## src/common/prog_ctl_pkg.sv

```systemverilog
// Purpose: Constants and types shared by the program fetch and address file design.
// Assumes: 20-bit addresses, 48-bit code words holding six 8-bit syllables.
// Notes:   Contract list below names each behaviour required of the design.
//
// Contract
// [RQ1] Execute syllables only while code word valid
// [RQ2] Syllable pointer selects next syllable executed
// [RQ3] Controller decides execution, reloads and source
// [RQ4] Look-ahead fetches next word; flag marks occupied
// [RQ5] First fetch base plus offset, then lookahead address
// [RQ6] Branch or call/return restarts fetch at new address
// [RQ7] Table mode: no look-ahead, table base plus index
// [RQ8] Table index steps through table code
// [RQ9] Thirty-two display registers hold frame marker bases
// [RQ10] Software uses at most thirty levels
// [RQ11] Eight numbered base registers
// [RQ12] Index registers zero to four defined
// [RQ13] Index registers five to seven defined
// [RQ14] String addresses are base plus index
// [RQ15] Table index free as temporary store
// [RQ16] Stack upper limit confines stack growth; the design only raises STACK_OVERFLOW when the stack top exceeds it
// [RQ17] Stack number indexes stack vector descriptor
// [RQ18] Frame marker register equals current level display
// [RQ19] 960 storage bits, 20-bit adder, 3-bit residue; the design stores a 2-bit modulo-three residue
// [RQ20] Residue error raises fatal abort
// [RQ21] Exhausted word takes occupied look-ahead word
// [RQ22] Branch clears both valid flags before refetch
package prog_ctl_pkg;
  localparam int ADDR_W      = 20;
  localparam int RES_W       = 2;
  localparam int WORD_W      = 48;
  localparam int SYL_W       = 8;
  localparam int SYL_N       = 6;
  localparam int REG_N       = 48;
  localparam int IDX_W       = 6;
  localparam int DISPLAY_N   = 32;
  localparam int STORE_BITS  = 960;
  localparam logic [2:0] LAST_SYL = 3'h5;

  // File layout: displays 0..31, bases 32..39, indexes 40..47.
  localparam logic [IDX_W-1:0] BASE_OFS  = 6'h20;
  localparam logic [IDX_W-1:0] INDEX_OFS = 6'h28;
  localparam logic [2:0] CODE_SEGMENT_BASE  = 3'h0;
  localparam logic [2:0] SOURCE_STRING_BASE = 3'h1;
  localparam logic [2:0] DEST_STRING_BASE   = 3'h2;
  localparam logic [2:0] TABLE_CODE_BASE    = 3'h3;
  localparam logic [2:0] STACK_TOP_ADDR     = 3'h4;
  localparam logic [2:0] STACK_NUMBER_REG   = 3'h5;
  localparam logic [2:0] CODE_DICT_BASE     = 3'h6;
  localparam logic [2:0] SCRATCH_BASE       = 3'h7;
  localparam logic [2:0] CODE_OFFSET_INDEX  = 3'h0;
  localparam logic [2:0] SOURCE_STRING_IDX  = 3'h1;
  localparam logic [2:0] DEST_STRING_IDX    = 3'h2;
  localparam logic [2:0] TABLE_CODE_INDEX   = 3'h3;
  localparam logic [2:0] STACK_UPPER_LIMIT  = 3'h4;
  localparam logic [2:0] STACK_LOWER_LIMIT  = 3'h5;
  localparam logic [2:0] FRAME_MARKER_ADDR  = 3'h6;
  localparam logic [2:0] SPARE_ADDRESS      = 3'h7;

  localparam logic [ADDR_W-1:0] ADDR_RESET = 20'h00000;
  localparam logic [ADDR_W-1:0] ADDR_ONE   = 20'h00001;
  localparam logic [RES_W-1:0]  RES_RESET  = 2'h0;

  typedef enum logic [1:0] {
    F_IDLE  = 2'b00,
    F_FETCH = 2'b01,
    F_WAIT  = 2'b11
  } fetch_e;

  // Residue modulo three of a 20-bit value.
  function automatic logic [RES_W-1:0] mod3(input logic [ADDR_W-1:0] v);
    logic [5:0] acc;
    acc = 6'h00;
    for (int i = 0; i < ADDR_W; i += 2) begin
      acc = acc + 6'(v[i]) + 6'({v[i+1], 1'b0});
    end
    return 2'(acc % 6'h03);
  endfunction

  // Residue modulo three of the sum of two residues.
  function automatic logic [RES_W-1:0] res_add(input logic [RES_W-1:0] a, input logic [RES_W-1:0] b);
    logic [2:0] s;
    s = 3'(a) + 3'(b);
    return 2'(s % 3'h3);
  endfunction
endpackage

```

## src/verilog/addr_adder.sv

```systemverilog
// Purpose: Shared 20-bit address adder with a modulo-three residue adder.
// Assumes: Operand residues arrive with the operands, from the register file or, for look-ahead fetches, computed by the caller.
// Notes:   Combinational; the caller registers the result and error.
module addr_adder
  import prog_ctl_pkg::*;
(
  input  wire logic [ADDR_W-1:0] a,
  input  wire logic [RES_W-1:0]  a_res,
  input  wire logic [ADDR_W-1:0] b,
  input  wire logic [RES_W-1:0]  b_res,
  output logic      [ADDR_W-1:0] sum,
  output logic      [RES_W-1:0]  sum_res,
  output logic                   err
);
  logic [ADDR_W:0] full;

  always_comb begin
    full    = {1'b0, a} + {1'b0, b};
    sum     = full[ADDR_W-1:0];
    // The carry out drops 2^20, whose residue is 1; remove it before comparing.
    sum_res = res_add(res_add(a_res, b_res), full[ADDR_W] ? 2'h2 : 2'h0); // [RQ19]
    // Operand checks catch storage errors, the sum check catches adder errors.
    err     = (mod3(a) != a_res) || (mod3(b) != b_res) || (mod3(sum) != sum_res); // [RQ20]
  end
endmodule

```

## src/verilog/addr_reg_file.sv

```systemverilog
// Purpose: Forty-eight 20-bit address registers, each with a stored residue.
// Assumes: One write port and four read ports.
// Notes:   Residue is generated on write so a later read can be checked.
module addr_reg_file
  import prog_ctl_pkg::*;
(
  input  wire logic              clk,
  input  wire logic              rst,
  input  wire logic              we,
  input  wire logic [IDX_W-1:0]  wa,
  input  wire logic [ADDR_W-1:0] wd,
  input  wire logic [IDX_W-1:0]  ra0,
  input  wire logic [IDX_W-1:0]  ra1,
  input  wire logic [IDX_W-1:0]  ra2,
  input  wire logic [IDX_W-1:0]  ra3,
  output logic      [ADDR_W-1:0] rd0,
  output logic      [RES_W-1:0]  rr0,
  output logic      [ADDR_W-1:0] rd1,
  output logic      [RES_W-1:0]  rr1,
  output logic      [ADDR_W-1:0] rd2,
  output logic      [ADDR_W-1:0] rd3
);
  typedef struct packed {
    logic [REG_N-1:0][ADDR_W-1:0] val; // 48 x 20 = 960 bits
    logic [REG_N-1:0][RES_W-1:0]  res;
  } file_s;

  file_s s_q;
  file_s s_d;

  always_comb begin
    s_d = s_q;
    if (we) begin
      s_d.val[wa] = wd; // [RQ19]
      s_d.res[wa] = mod3(wd);
    end
    rd0 = s_q.val[ra0];
    rr0 = s_q.res[ra0];
    rd1 = s_q.val[ra1];
    rr1 = s_q.res[ra1];
    rd2 = s_q.val[ra2];
    // The fourth port serves the display of the present lexical level.
    rd3 = s_q.val[ra3]; // [RQ9]
  end

  always_ff @(posedge clk) begin
    if (rst) begin
      s_q <= '0;
    end else begin
      s_q <= s_d;
    end
  end
endmodule

```

## src/verilog/prog_fetch_ctl.sv

```systemverilog
// Purpose: Program controller: current and look-ahead code words, syllable
//          pointer, code fetch addressing and the address register file.
// Assumes: Memory answers one read at a time with MEM_RD_ACK; operator logic
//          consumes a syllable when SYL_VALID and SYL_TAKE are both high.
// Notes:   The register file is shared; operator logic writes it through
//          the AR_* port when the controller does not need the write port.
module prog_fetch_ctl
  import prog_ctl_pkg::*;
(
  input  wire logic              CLK,
  input  wire logic              RST,
  // Operator logic side.
  input  wire logic              SYL_TAKE,
  input  wire logic              RESTART,
  input  wire logic [ADDR_W-1:0] RESTART_BASE,
  input  wire logic [ADDR_W-1:0] RESTART_INDEX,
  input  wire logic [2:0]        RESTART_SYL,
  input  wire logic              TABLE_MODE,
  input  wire logic              AR_WE,
  input  wire logic [IDX_W-1:0]  AR_WA,
  input  wire logic [ADDR_W-1:0] AR_WD,
  input  wire logic [IDX_W-1:0]  AR_RA,
  input  wire logic [4:0]        LEX_LEVEL,
  input  wire logic [2:0]        ADDR_BASE_SEL,
  input  wire logic [2:0]        ADDR_INDEX_SEL,
  input  wire logic              ADDR_REQ,
  output logic                   SYL_VALID,
  output logic      [SYL_W-1:0]  SYL_DATA,
  output logic      [2:0]        SYL_PTR,
  output logic                   CODE_WORD_VALID,
  output logic                   LOOKAHEAD_VALID,
  output logic      [ADDR_W-1:0] AR_RD,
  output logic      [ADDR_W-1:0] ADDR_SUM,
  output logic                   ADDR_SUM_VALID,
  output logic                   STACK_OVERFLOW,
  output logic      [ADDR_W-1:0] FRAME_MARKER,
  output logic                   ABORT,
  // Memory controller side.
  output logic                   MEM_RD_REQ,
  output logic      [ADDR_W-1:0] MEM_RD_ADDR,
  input  wire logic              MEM_RD_ACK,
  input  wire logic [WORD_W-1:0] MEM_RD_DATA
);
  typedef struct packed {
    fetch_e            fst;
    logic [WORD_W-1:0] code_q;
    logic [WORD_W-1:0] look_q;
    logic              code_vld;
    logic              look_vld;
    logic [2:0]        syl_ptr;
    logic [2:0]        restart_syl;
    logic              dest_look;
    logic [ADDR_W-1:0] la_addr;
    logic              table_q;
    logic              syl_vld;
    logic [SYL_W-1:0]  syl_data;
    logic [ADDR_W-1:0] ar_rd;
    logic [ADDR_W-1:0] sum;
    logic              sum_vld;
    logic              ovf;
    logic [ADDR_W-1:0] frame;
    logic              abort;
    logic              req;
    logic [ADDR_W-1:0] req_addr;
    logic              rs_pend;
    logic [ADDR_W-1:0] rs_idx;
    logic [ADDR_W-1:0] top;
    logic [ADDR_W-1:0] lim;
  } ctl_s;

  ctl_s s_q;
  ctl_s s_d;

  logic              fw_we;
  logic [IDX_W-1:0]  fw_wa;
  logic [ADDR_W-1:0] fw_wd;
  logic [IDX_W-1:0]  ra_base;
  logic [IDX_W-1:0]  ra_index;
  logic [ADDR_W-1:0] rd_base;
  logic [RES_W-1:0]  rr_base;
  logic [ADDR_W-1:0] rd_index;
  logic [RES_W-1:0]  rr_index;
  logic [ADDR_W-1:0] rd_misc;
  logic [ADDR_W-1:0] rd_frame;
  logic [ADDR_W-1:0] add_a;
  logic [RES_W-1:0]  add_a_res;
  logic [ADDR_W-1:0] add_b;
  logic [RES_W-1:0]  add_b_res;
  logic [ADDR_W-1:0] add_sum;
  logic [RES_W-1:0]  add_sum_res;
  logic              add_err;
  logic              restart_wr;
  logic              code_fetch;
  logic              tbl_step;

  function automatic logic [IDX_W-1:0] base_idx(input logic [2:0] n);
    return BASE_OFS + IDX_W'(n); // [RQ11]
  endfunction

  // Index numbers 0 to 4 and 5 to 7 map onto the last eight entries.
  function automatic logic [IDX_W-1:0] index_idx(input logic [2:0] n);
    return INDEX_OFS + IDX_W'(n); // [RQ12] [RQ13]
  endfunction

  addr_reg_file u_file (
    .clk (CLK),
    .rst (RST),
    .we  (fw_we),
    .wa  (fw_wa),
    .wd  (fw_wd),
    .ra0 (ra_base),
    .ra1 (ra_index),
    .ra2 (AR_RA),
    .rd0 (rd_base),
    .rr0 (rr_base),
    .rd1 (rd_index),
    .rr1 (rr_index),
    .ra3 (IDX_W'(LEX_LEVEL)),
    .rd2 (rd_misc),
    .rd3 (rd_frame)
  );

  addr_adder u_adder (
    .a       (add_a),
    .a_res   (add_a_res),
    .b       (add_b),
    .b_res   (add_b_res),
    .sum     (add_sum),
    .sum_res (add_sum_res),
    .err     (add_err)
  );

  // ---------------------------------------------------------------------------
  // Address adder steering
  // ---------------------------------------------------------------------------
  always_comb begin
    // A code fetch starts when the fetch engine is idle and a word is wanted.
    // A restart first has to land its new index before a fetch may read it.
    code_fetch = (s_q.fst == F_IDLE) && !RESTART && !s_q.rs_pend &&
                 (!s_q.code_vld || (!s_q.look_vld && !s_q.table_q)); // [RQ3]
    // Table code is addressed through its own base and index pair.
    if (s_q.table_q) begin
      ra_base  = base_idx(TABLE_CODE_BASE); // [RQ7]
      ra_index = index_idx(TABLE_CODE_INDEX);
    end else if (code_fetch) begin
      ra_base  = base_idx(CODE_SEGMENT_BASE); // [RQ5]
      ra_index = index_idx(CODE_OFFSET_INDEX);
    end else begin
      // String words and the stack number on a descriptor base use this pair.
      // [RQ14] [RQ17]
      ra_base  = base_idx(ADDR_BASE_SEL);
      ra_index = index_idx(ADDR_INDEX_SEL);
    end
    add_a     = rd_base;
    add_a_res = rr_base;
    add_b     = rd_index;
    add_b_res = rr_index;
    // Sequential fetches after the first use the look-ahead address instead.
    if (!s_q.table_q && code_fetch && s_q.code_vld) begin
      add_a     = s_q.la_addr; // [RQ5]
      add_a_res = mod3(s_q.la_addr);
      add_b     = ADDR_RESET;
      add_b_res = RES_RESET;
    end
  end

  // ---------------------------------------------------------------------------
  // Register file write port: restart values win, then table step, then user
  // ---------------------------------------------------------------------------
  always_comb begin
    restart_wr = RESTART && (s_q.fst == F_IDLE);
    tbl_step   = s_q.table_q && (s_q.fst == F_WAIT) && MEM_RD_ACK;
    fw_we      = AR_WE;
    fw_wa      = AR_WA;
    fw_wd      = AR_WD; // [RQ15]
    if (restart_wr) begin
      fw_we = 1'b1;
      fw_wa = base_idx(CODE_SEGMENT_BASE);
      fw_wd = RESTART_BASE; // [RQ6]
    end else if (s_q.rs_pend) begin
      fw_we = 1'b1;
      fw_wa = index_idx(CODE_OFFSET_INDEX);
      fw_wd = s_q.rs_idx; // [RQ6]
    end else if (tbl_step) begin
      fw_we = 1'b1;
      fw_wa = index_idx(TABLE_CODE_INDEX);
      fw_wd = rd_index + ADDR_ONE; // [RQ8]
    end
  end

  // ---------------------------------------------------------------------------
  // Sequencing
  // ---------------------------------------------------------------------------
  always_comb begin
    logic exhausted;
    exhausted = 1'b0;
    s_d         = s_q;
    s_d.table_q = TABLE_MODE;
    s_d.syl_vld = 1'b0;
    s_d.ar_rd   = rd_misc;
    s_d.sum_vld = 1'b0;
    s_d.abort   = s_q.abort | add_err; // [RQ20]
    s_d.rs_pend = 1'b0;
    // Shadows of stack top and upper limit avoid a fifth read port.
    if (fw_we && fw_wa == base_idx(STACK_TOP_ADDR)) begin
      s_d.top = fw_wd;
    end
    if (fw_we && fw_wa == index_idx(STACK_UPPER_LIMIT)) begin
      s_d.lim = fw_wd;
    end
    // Growth past the limit is flagged; the stack controller must stop pushing.
    s_d.ovf     = s_q.top > s_q.lim; // [RQ16]
    s_d.frame   = rd_frame; // [RQ18]

    // Syllable issue from the current word only while it is valid.
    if (s_q.code_vld && !RESTART) begin
      s_d.syl_vld  = 1'b1; // [RQ1]
      s_d.syl_data = s_q.code_q[WORD_W-1-SYL_W*s_q.syl_ptr -: SYL_W]; // [RQ2]
    end
    if (s_q.syl_vld && SYL_TAKE && s_q.code_vld) begin
      s_d.syl_vld = 1'b0;
      if (s_q.syl_ptr == LAST_SYL) begin
        exhausted   = 1'b1;
        s_d.syl_ptr = 3'h0;
        s_d.code_vld = 1'b0;
      end else begin
        s_d.syl_ptr = s_q.syl_ptr + 3'h1; // [RQ2]
      end
    end
    if (exhausted && s_q.look_vld) begin
      s_d.code_q   = s_q.look_q; // [RQ21]
      s_d.code_vld = 1'b1;
      s_d.look_vld = 1'b0;
    end

    if (!code_fetch && s_q.fst == F_IDLE && ADDR_REQ && !RESTART) begin
      s_d.sum     = add_sum; // [RQ14]
      s_d.sum_vld = 1'b1;
    end

    unique case (s_q.fst)
      F_IDLE: begin
        if (code_fetch) begin
          s_d.req       = 1'b1;
          s_d.req_addr  = add_sum;
          s_d.dest_look = s_q.code_vld && !s_q.table_q; // [RQ4]
          s_d.la_addr   = add_sum + ADDR_ONE;
          s_d.fst       = F_FETCH;
        end
      end
      F_FETCH: begin
        s_d.req = 1'b0;
        s_d.fst = F_WAIT;
      end
      F_WAIT: begin
        if (MEM_RD_ACK) begin
          s_d.fst = F_IDLE;
          // A word meant for look-ahead goes straight to the current register
          // when the current word ran out while the read was outstanding.
          if (s_q.dest_look && !s_q.table_q && s_d.code_vld) begin
            s_d.look_q   = MEM_RD_DATA; // [RQ4]
            s_d.look_vld = 1'b1;
          end else if (!s_d.code_vld) begin
            s_d.code_q   = MEM_RD_DATA; // [RQ7]
            s_d.code_vld = 1'b1;
            s_d.syl_ptr  = s_q.restart_syl;
            s_d.restart_syl = 3'h0;
          end
        end
      end
      default: s_d.fst = F_IDLE;
    endcase

    // Table mode never keeps a look-ahead word.
    if (TABLE_MODE) begin
      s_d.look_vld = 1'b0; // [RQ7]
    end

    // A branch, entry or exit drops both words and refetches.
    if (RESTART && s_q.fst == F_IDLE) begin
      s_d.code_vld    = 1'b0; // [RQ22]
      s_d.look_vld    = 1'b0;
      s_d.syl_vld     = 1'b0;
      s_d.syl_ptr     = 3'h0;
      s_d.restart_syl = RESTART_SYL;
      s_d.rs_pend     = 1'b1;
      s_d.rs_idx      = RESTART_INDEX;
    end
    s_d.req_addr = s_d.req ? s_d.req_addr : s_q.req_addr;
  end

  always_ff @(posedge CLK) begin
    if (RST) begin
      s_q     <= '0;
      s_q.fst <= F_IDLE;
    end else begin
      s_q <= s_d;
    end
  end

  assign SYL_VALID       = s_q.syl_vld;
  assign SYL_DATA        = s_q.syl_data;
  assign SYL_PTR         = s_q.syl_ptr;
  assign CODE_WORD_VALID = s_q.code_vld;
  assign LOOKAHEAD_VALID = s_q.look_vld;
  assign AR_RD           = s_q.ar_rd;
  assign ADDR_SUM        = s_q.sum;
  assign ADDR_SUM_VALID  = s_q.sum_vld;
  assign STACK_OVERFLOW  = s_q.ovf;
  assign FRAME_MARKER    = s_q.frame;
  assign ABORT           = s_q.abort;
  assign MEM_RD_REQ      = s_q.req;
  assign MEM_RD_ADDR     = s_q.req_addr;
endmodule

```

## config.mk

```make
export PLATFORM = sky130hd
export DESIGN_NAME = prog_fetch_ctl
export DESIGN_NICKNAME = d
export VERILOG_FILES = /design/src/common/prog_ctl_pkg.sv /design/src/verilog/addr_adder.sv /design/src/verilog/addr_reg_file.sv /design/src/verilog/prog_fetch_ctl.sv
export SDC_FILE = /design/constraint.sdc
export NUM_CORES = 2
export LEC_CHECK = 0
export BUFFER_PORTS_ARGS = -buffer_cell sky130_fd_sc_hd__buf_4
export CAP_MARGIN = 20
export CORE_MARGIN = 3
export CORE_UTILIZATION = 29
export DETAILED_ROUTE_END_ITERATION = 7
export GPL_ROUTABILITY_DRIVEN = 1
export PLACE_DENSITY_LB_ADDON = 0.05
export SYNTH_ARGS = -nofsm -noshare
export SYNTH_HDL_FRONTEND = slang
export SYNTH_SLANG_ARGS = --single-unit
export TNS_END_PERCENT = 30
```

## constraint.sdc

```tcl
create_clock -name CLK -period 11.3 [get_ports CLK]
set_input_delay 1.13 -clock CLK [delete_from_list [all_inputs] [get_ports CLK]]
set_output_delay 1.13 -clock CLK [all_outputs]
set_load 0.01 [all_outputs]
```

==> key figures <==
Outcome
  • Run status: finished, final reports clean

Drt
  • Total number of vias: 56500
  • Router iterations before antenna repair: 5
  • Drt first-iter violations: 4025
  • Count of nets left with antenna violations after detail routing: 0
  • Ratio of routed vias to standard cells: 5.41
  • Average wire per standard cell: 27.4 microns
  • Drc violations: 0
  • Wirelength, routed: 286 mm

Placed design
  • Detail Placement HPWL: 195 mm
  • Port buffer count: 239
  • Final GP Congestion: 0.876

Run
  • Max-cap check violation count: 0

STA
  • Final Hold Violating Endpoints: 0
  • Ratio of final minimum period to clock period: 0.927
  • Count of final setup violators: 0
  • Measured slew at the worst slew-check pin: 1.17 ns
  • Max-slew headroom: 0.220
  • Final worst hold slack: 0.452 ns
  • Final critical-path required period: 10.47 ns
  • Unrepaired setup endpoints after global routing: false
  • Final-report max-slew violation count: 0
  • FMAX: 95.5 MHz
  • Worst Skew: 0.0575 ns

Global routing
  • Via count of the first global-routing pass: 55500
  • Antenna violations before repair: 17
  • Overall fraction of global-route tracks in use: 0.236
  • Remaining Overflow, GRT: 0
  • Pin count of the biggest net entering global routing: 166
  • Global-route wire length before repair: 413 mm

Synthesis
  • Largest family of logic cells by synthesized area: multiplexers
  • Adder-cell area share of the yosys netlist: 0.0383
  • Number of enable-type register cells in the synthesized netlist: 0
  • Sequential cell area fraction in the yosys report: 0.378
  • Xor and xnor area share after synthesis: 0.0104
  • Synth unique cells: 102
  • Synthesized cell area: 67400 sq um
  • Library cell occupying the most area in the post-synthesis netlist: sky130_fd_sc_hd__dfxtp_1
  • Count of warnings emitted by yosys: 0
  • Yosys top cell area share: 0.378
  • Complex-gate fraction of the synthesized area: 0.173
  • Post-Synthesis Mean Instance Area: 9.32 sq um
  • Dominant register cell in the synthesized netlist: sky130_fd_sc_hd__dfxtp_1
  • Gate count of the mapped netlist: 7233
  • Flops & latches, synth: 1274
  • Area contributors post-synth: sky130_fd_sc_hd__dfxtp_1, sky130_fd_sc_hd__mux4_2, sky130_fd_sc_hd__a211oi_1
  • Post-synthesis share of cell area spent on and, or, nand and nor gates: 0.142
  • Multiplexer fraction of the synthesized cell area: 0.199
  • Post-Syn Nets: 7538
  • Post-synth ARST share: 0

Power
  • Net switching power figure: 7.74 mW
  • Pwr dens: 244 nW/um^2
  • Switching Fraction: 0.400
  • Worst-case vdd ir drop: 1160 uV
  • Share of total power in the clock network: 0.282
  • Pleak: 27.7 nW
  • Flop pwr share: 0.244
  • Cell internal power dissipation: 11.6 mW
  • Proportion of power drawn by combinational gates: 0.474

Worst hold path
  • Path class of the lowest-slack min-delay path: flip-flop to flip-flop

Worst setup path
  • Sum of buffers and inverters on the critical path: 10
  • Type of the worst setup path: flip-flop to flip-flop
  • Worst path slowest cell: sky130_fd_sc_hd__fa_1
  • Endpoint kind of the worst setup timing path: flip-flop
  • Arrival time of the worst setup path: 11.11 ns
  • Required time at the endpoint of the critical path: 11.93 ns
  • CP top delay family: adder cells
  • Critical path fanouts, max: 14
  • Critical path startpoint category: flip-flop
  • Slowest cell delay on critical path: 0.53 ns

Finish
  • Layout cells sized above 1: 0.215
  • Area grow syn2layout: 17.4%
  • Top library cells by usage in the layout, fill and taps aside: sky130_fd_sc_hd__dfxtp_1, sky130_fd_sc_hd__nand2_1, sky130_fd_sc_hd__nor2_1
  • Number of nets in the final layout: 7576
  • Most common library cell in the layout ignoring fill and taps: sky130_fd_sc_hd__dfxtp_1
  • Final Util: 0.343

Floorplanning
  • I/O pin cnt: 240
  • Number of rows in the core area: 176
  • Height of the die: 488 microns
  • Placeable core region: 231000 sq um
  • Die width: 488 microns
  • Starting utilization of the core area: 0.292
  • Die Footprint: 238000 sq um

Clock network
  • Number of H-tree branching levels: 4
  • Clock tree from TritonCTS: built
  • Postcts setup bufs: 0
  • Clock-pin slew reported for the worst setup and hold paths after clock tree synthesis: 0.06 ns
  • Cell at the root of the clock tree: sky130_fd_sc_hd__clkbuf_16
  • Clock buffer count from CTS: 162
  • Worst skew pair latency: 0.83 ns
  • Cts hold-fix bufs: 0
  • Total number of clock tree sinks: 1274
  • Bufs on Longest Clock Path: 3
[cell usage after synthesis (39+ instances only)]
library cell               instances
sky130_fd_sc_hd__a211oi_1        663
sky130_fd_sc_hd__a21o_1           39
sky130_fd_sc_hd__a21oi_1         647
sky130_fd_sc_hd__buf_1            74
sky130_fd_sc_hd__buf_4            95
sky130_fd_sc_hd__clkbuf_1        566
sky130_fd_sc_hd__dfxtp_1        1274
sky130_fd_sc_hd__fa_1             72
sky130_fd_sc_hd__ha_1             91
sky130_fd_sc_hd__inv_1           172
sky130_fd_sc_hd__mux2i_1         117
sky130_fd_sc_hd__mux4_2          541
sky130_fd_sc_hd__nand2_1        1131
sky130_fd_sc_hd__nand3_1         105
sky130_fd_sc_hd__nor2_1          907
sky130_fd_sc_hd__o21ai_0         129
sky130_fd_sc_hd__o221ai_1         47
sky130_fd_sc_hd__xnor2_1          48
[repair_timing]
| item | 4_1_cts | 5_1_grt |
|---|---|---|
| resized for setup | 0 | 14 |
| setup endpoints to repair | 0 | 1 |
| hold endpoints to repair | 0 | 0 |
[worst reg2reg max path: cells and delay by family, from the launching register on]
kind / cells / cell delay (ns)
adder cells (fa/ha/maj): 9 / 3.13
AO/OA/AOI/OAI: 15 / 2.86
AND/OR/NAND/NOR: 8 / 1.77
buffers and inverters: 10 / 1.31
multiplexers: 3 / 0.56
flip-flops: 1 / 0.41
XOR/XNOR: 2 / 0.22
[final timing paths]
kind	start	endpoint	slack, ns	cells past startpoint
max	s_q[281]	ABORT	0.83	47
min	s_q[191]	s_q[191]	0.45	2
min reg2reg	s_q[191]	s_q[191]	0.45	2
max reg2reg	s_q[281]	ABORT	0.83	47
[final cells by class]
cell class	count	area [sq um]
antenna	4	10.0
fill	23500	151000
clock inverter	49	801
inverter	173	649
multi-input combinational	5016	38500
sequential	1274	25500
tap	3026	3790
timing repair buffer	644	5110
clock buffer	248	4780
[cell families after synthesis]
group	count (synthesis)
compound gates	1761
fa+ha+maj	163
flops	1274
mux	665
xor+xnor	78
buf+inv	943
simple gates	2349
[layer usage]
layer	GRT usage	share of wire	vias up
met2	0.397	0.48	1502
met1	0.313	0.44	28500
met5	0	0.00035	-
met3	0.0402	0.053	360
li1	-	-	26100
met4	0.0602	0.026	14
[power by group through the flow]
stage / Sequential [mW] / Combinational (mW) / Clock (mW)
2_1_floorplan: 4.77 / 5.84 / 0
3_3_place_gp: 4.82 / 9.11 / 0
3_5_place_dp: 4.82 / 9.15 / 0
4_1_cts: 4.72 / 9.20 / 5.60
5_1_grt: 4.73 / 10.2 / 5.77
6_report: 4.72 / 9.18 / 5.45
[stage by stage]
stage | std cells | total power, mW | instance area (sq um) | setup TNS [ns] | worst slack (ns)
after detailed placement | 10100 | 14.0 | 73500 | -0.154 | -0.154
after global placement | 10100 | 13.9 | 73400 | -0.196 | -0.196
after CTS | 10400 | 19.5 | 79000 | 0 | 0.365
final | 10400 | 19.3 | 79200 | 0 | 0.827
after floorplan | 7233 | 10.6 | 67400 | 0 | 0.0249
after global routing | 10400 | 20.7 | 79200 | 0 | 0.0201
[state kept, by name, summed over array words and instances (netlist names)]
name,cells
ABORT,1
ADDR_SUM,20
ADDR_SUM_VALID,1
AR_RD,20
CODE_WORD_VALID,1
FRAME_MARKER,20
LOOKAHEAD_VALID,1
MEM_RD_ADDR,20
MEM_RD_REQ,1
STACK_OVERFLOW,1
SYL_DATA,8
SYL_PTR,3
SYL_VALID,1
s_q,184
u_file.s_q,992
No activity file was read; power rests on OpenSTA's default activity.
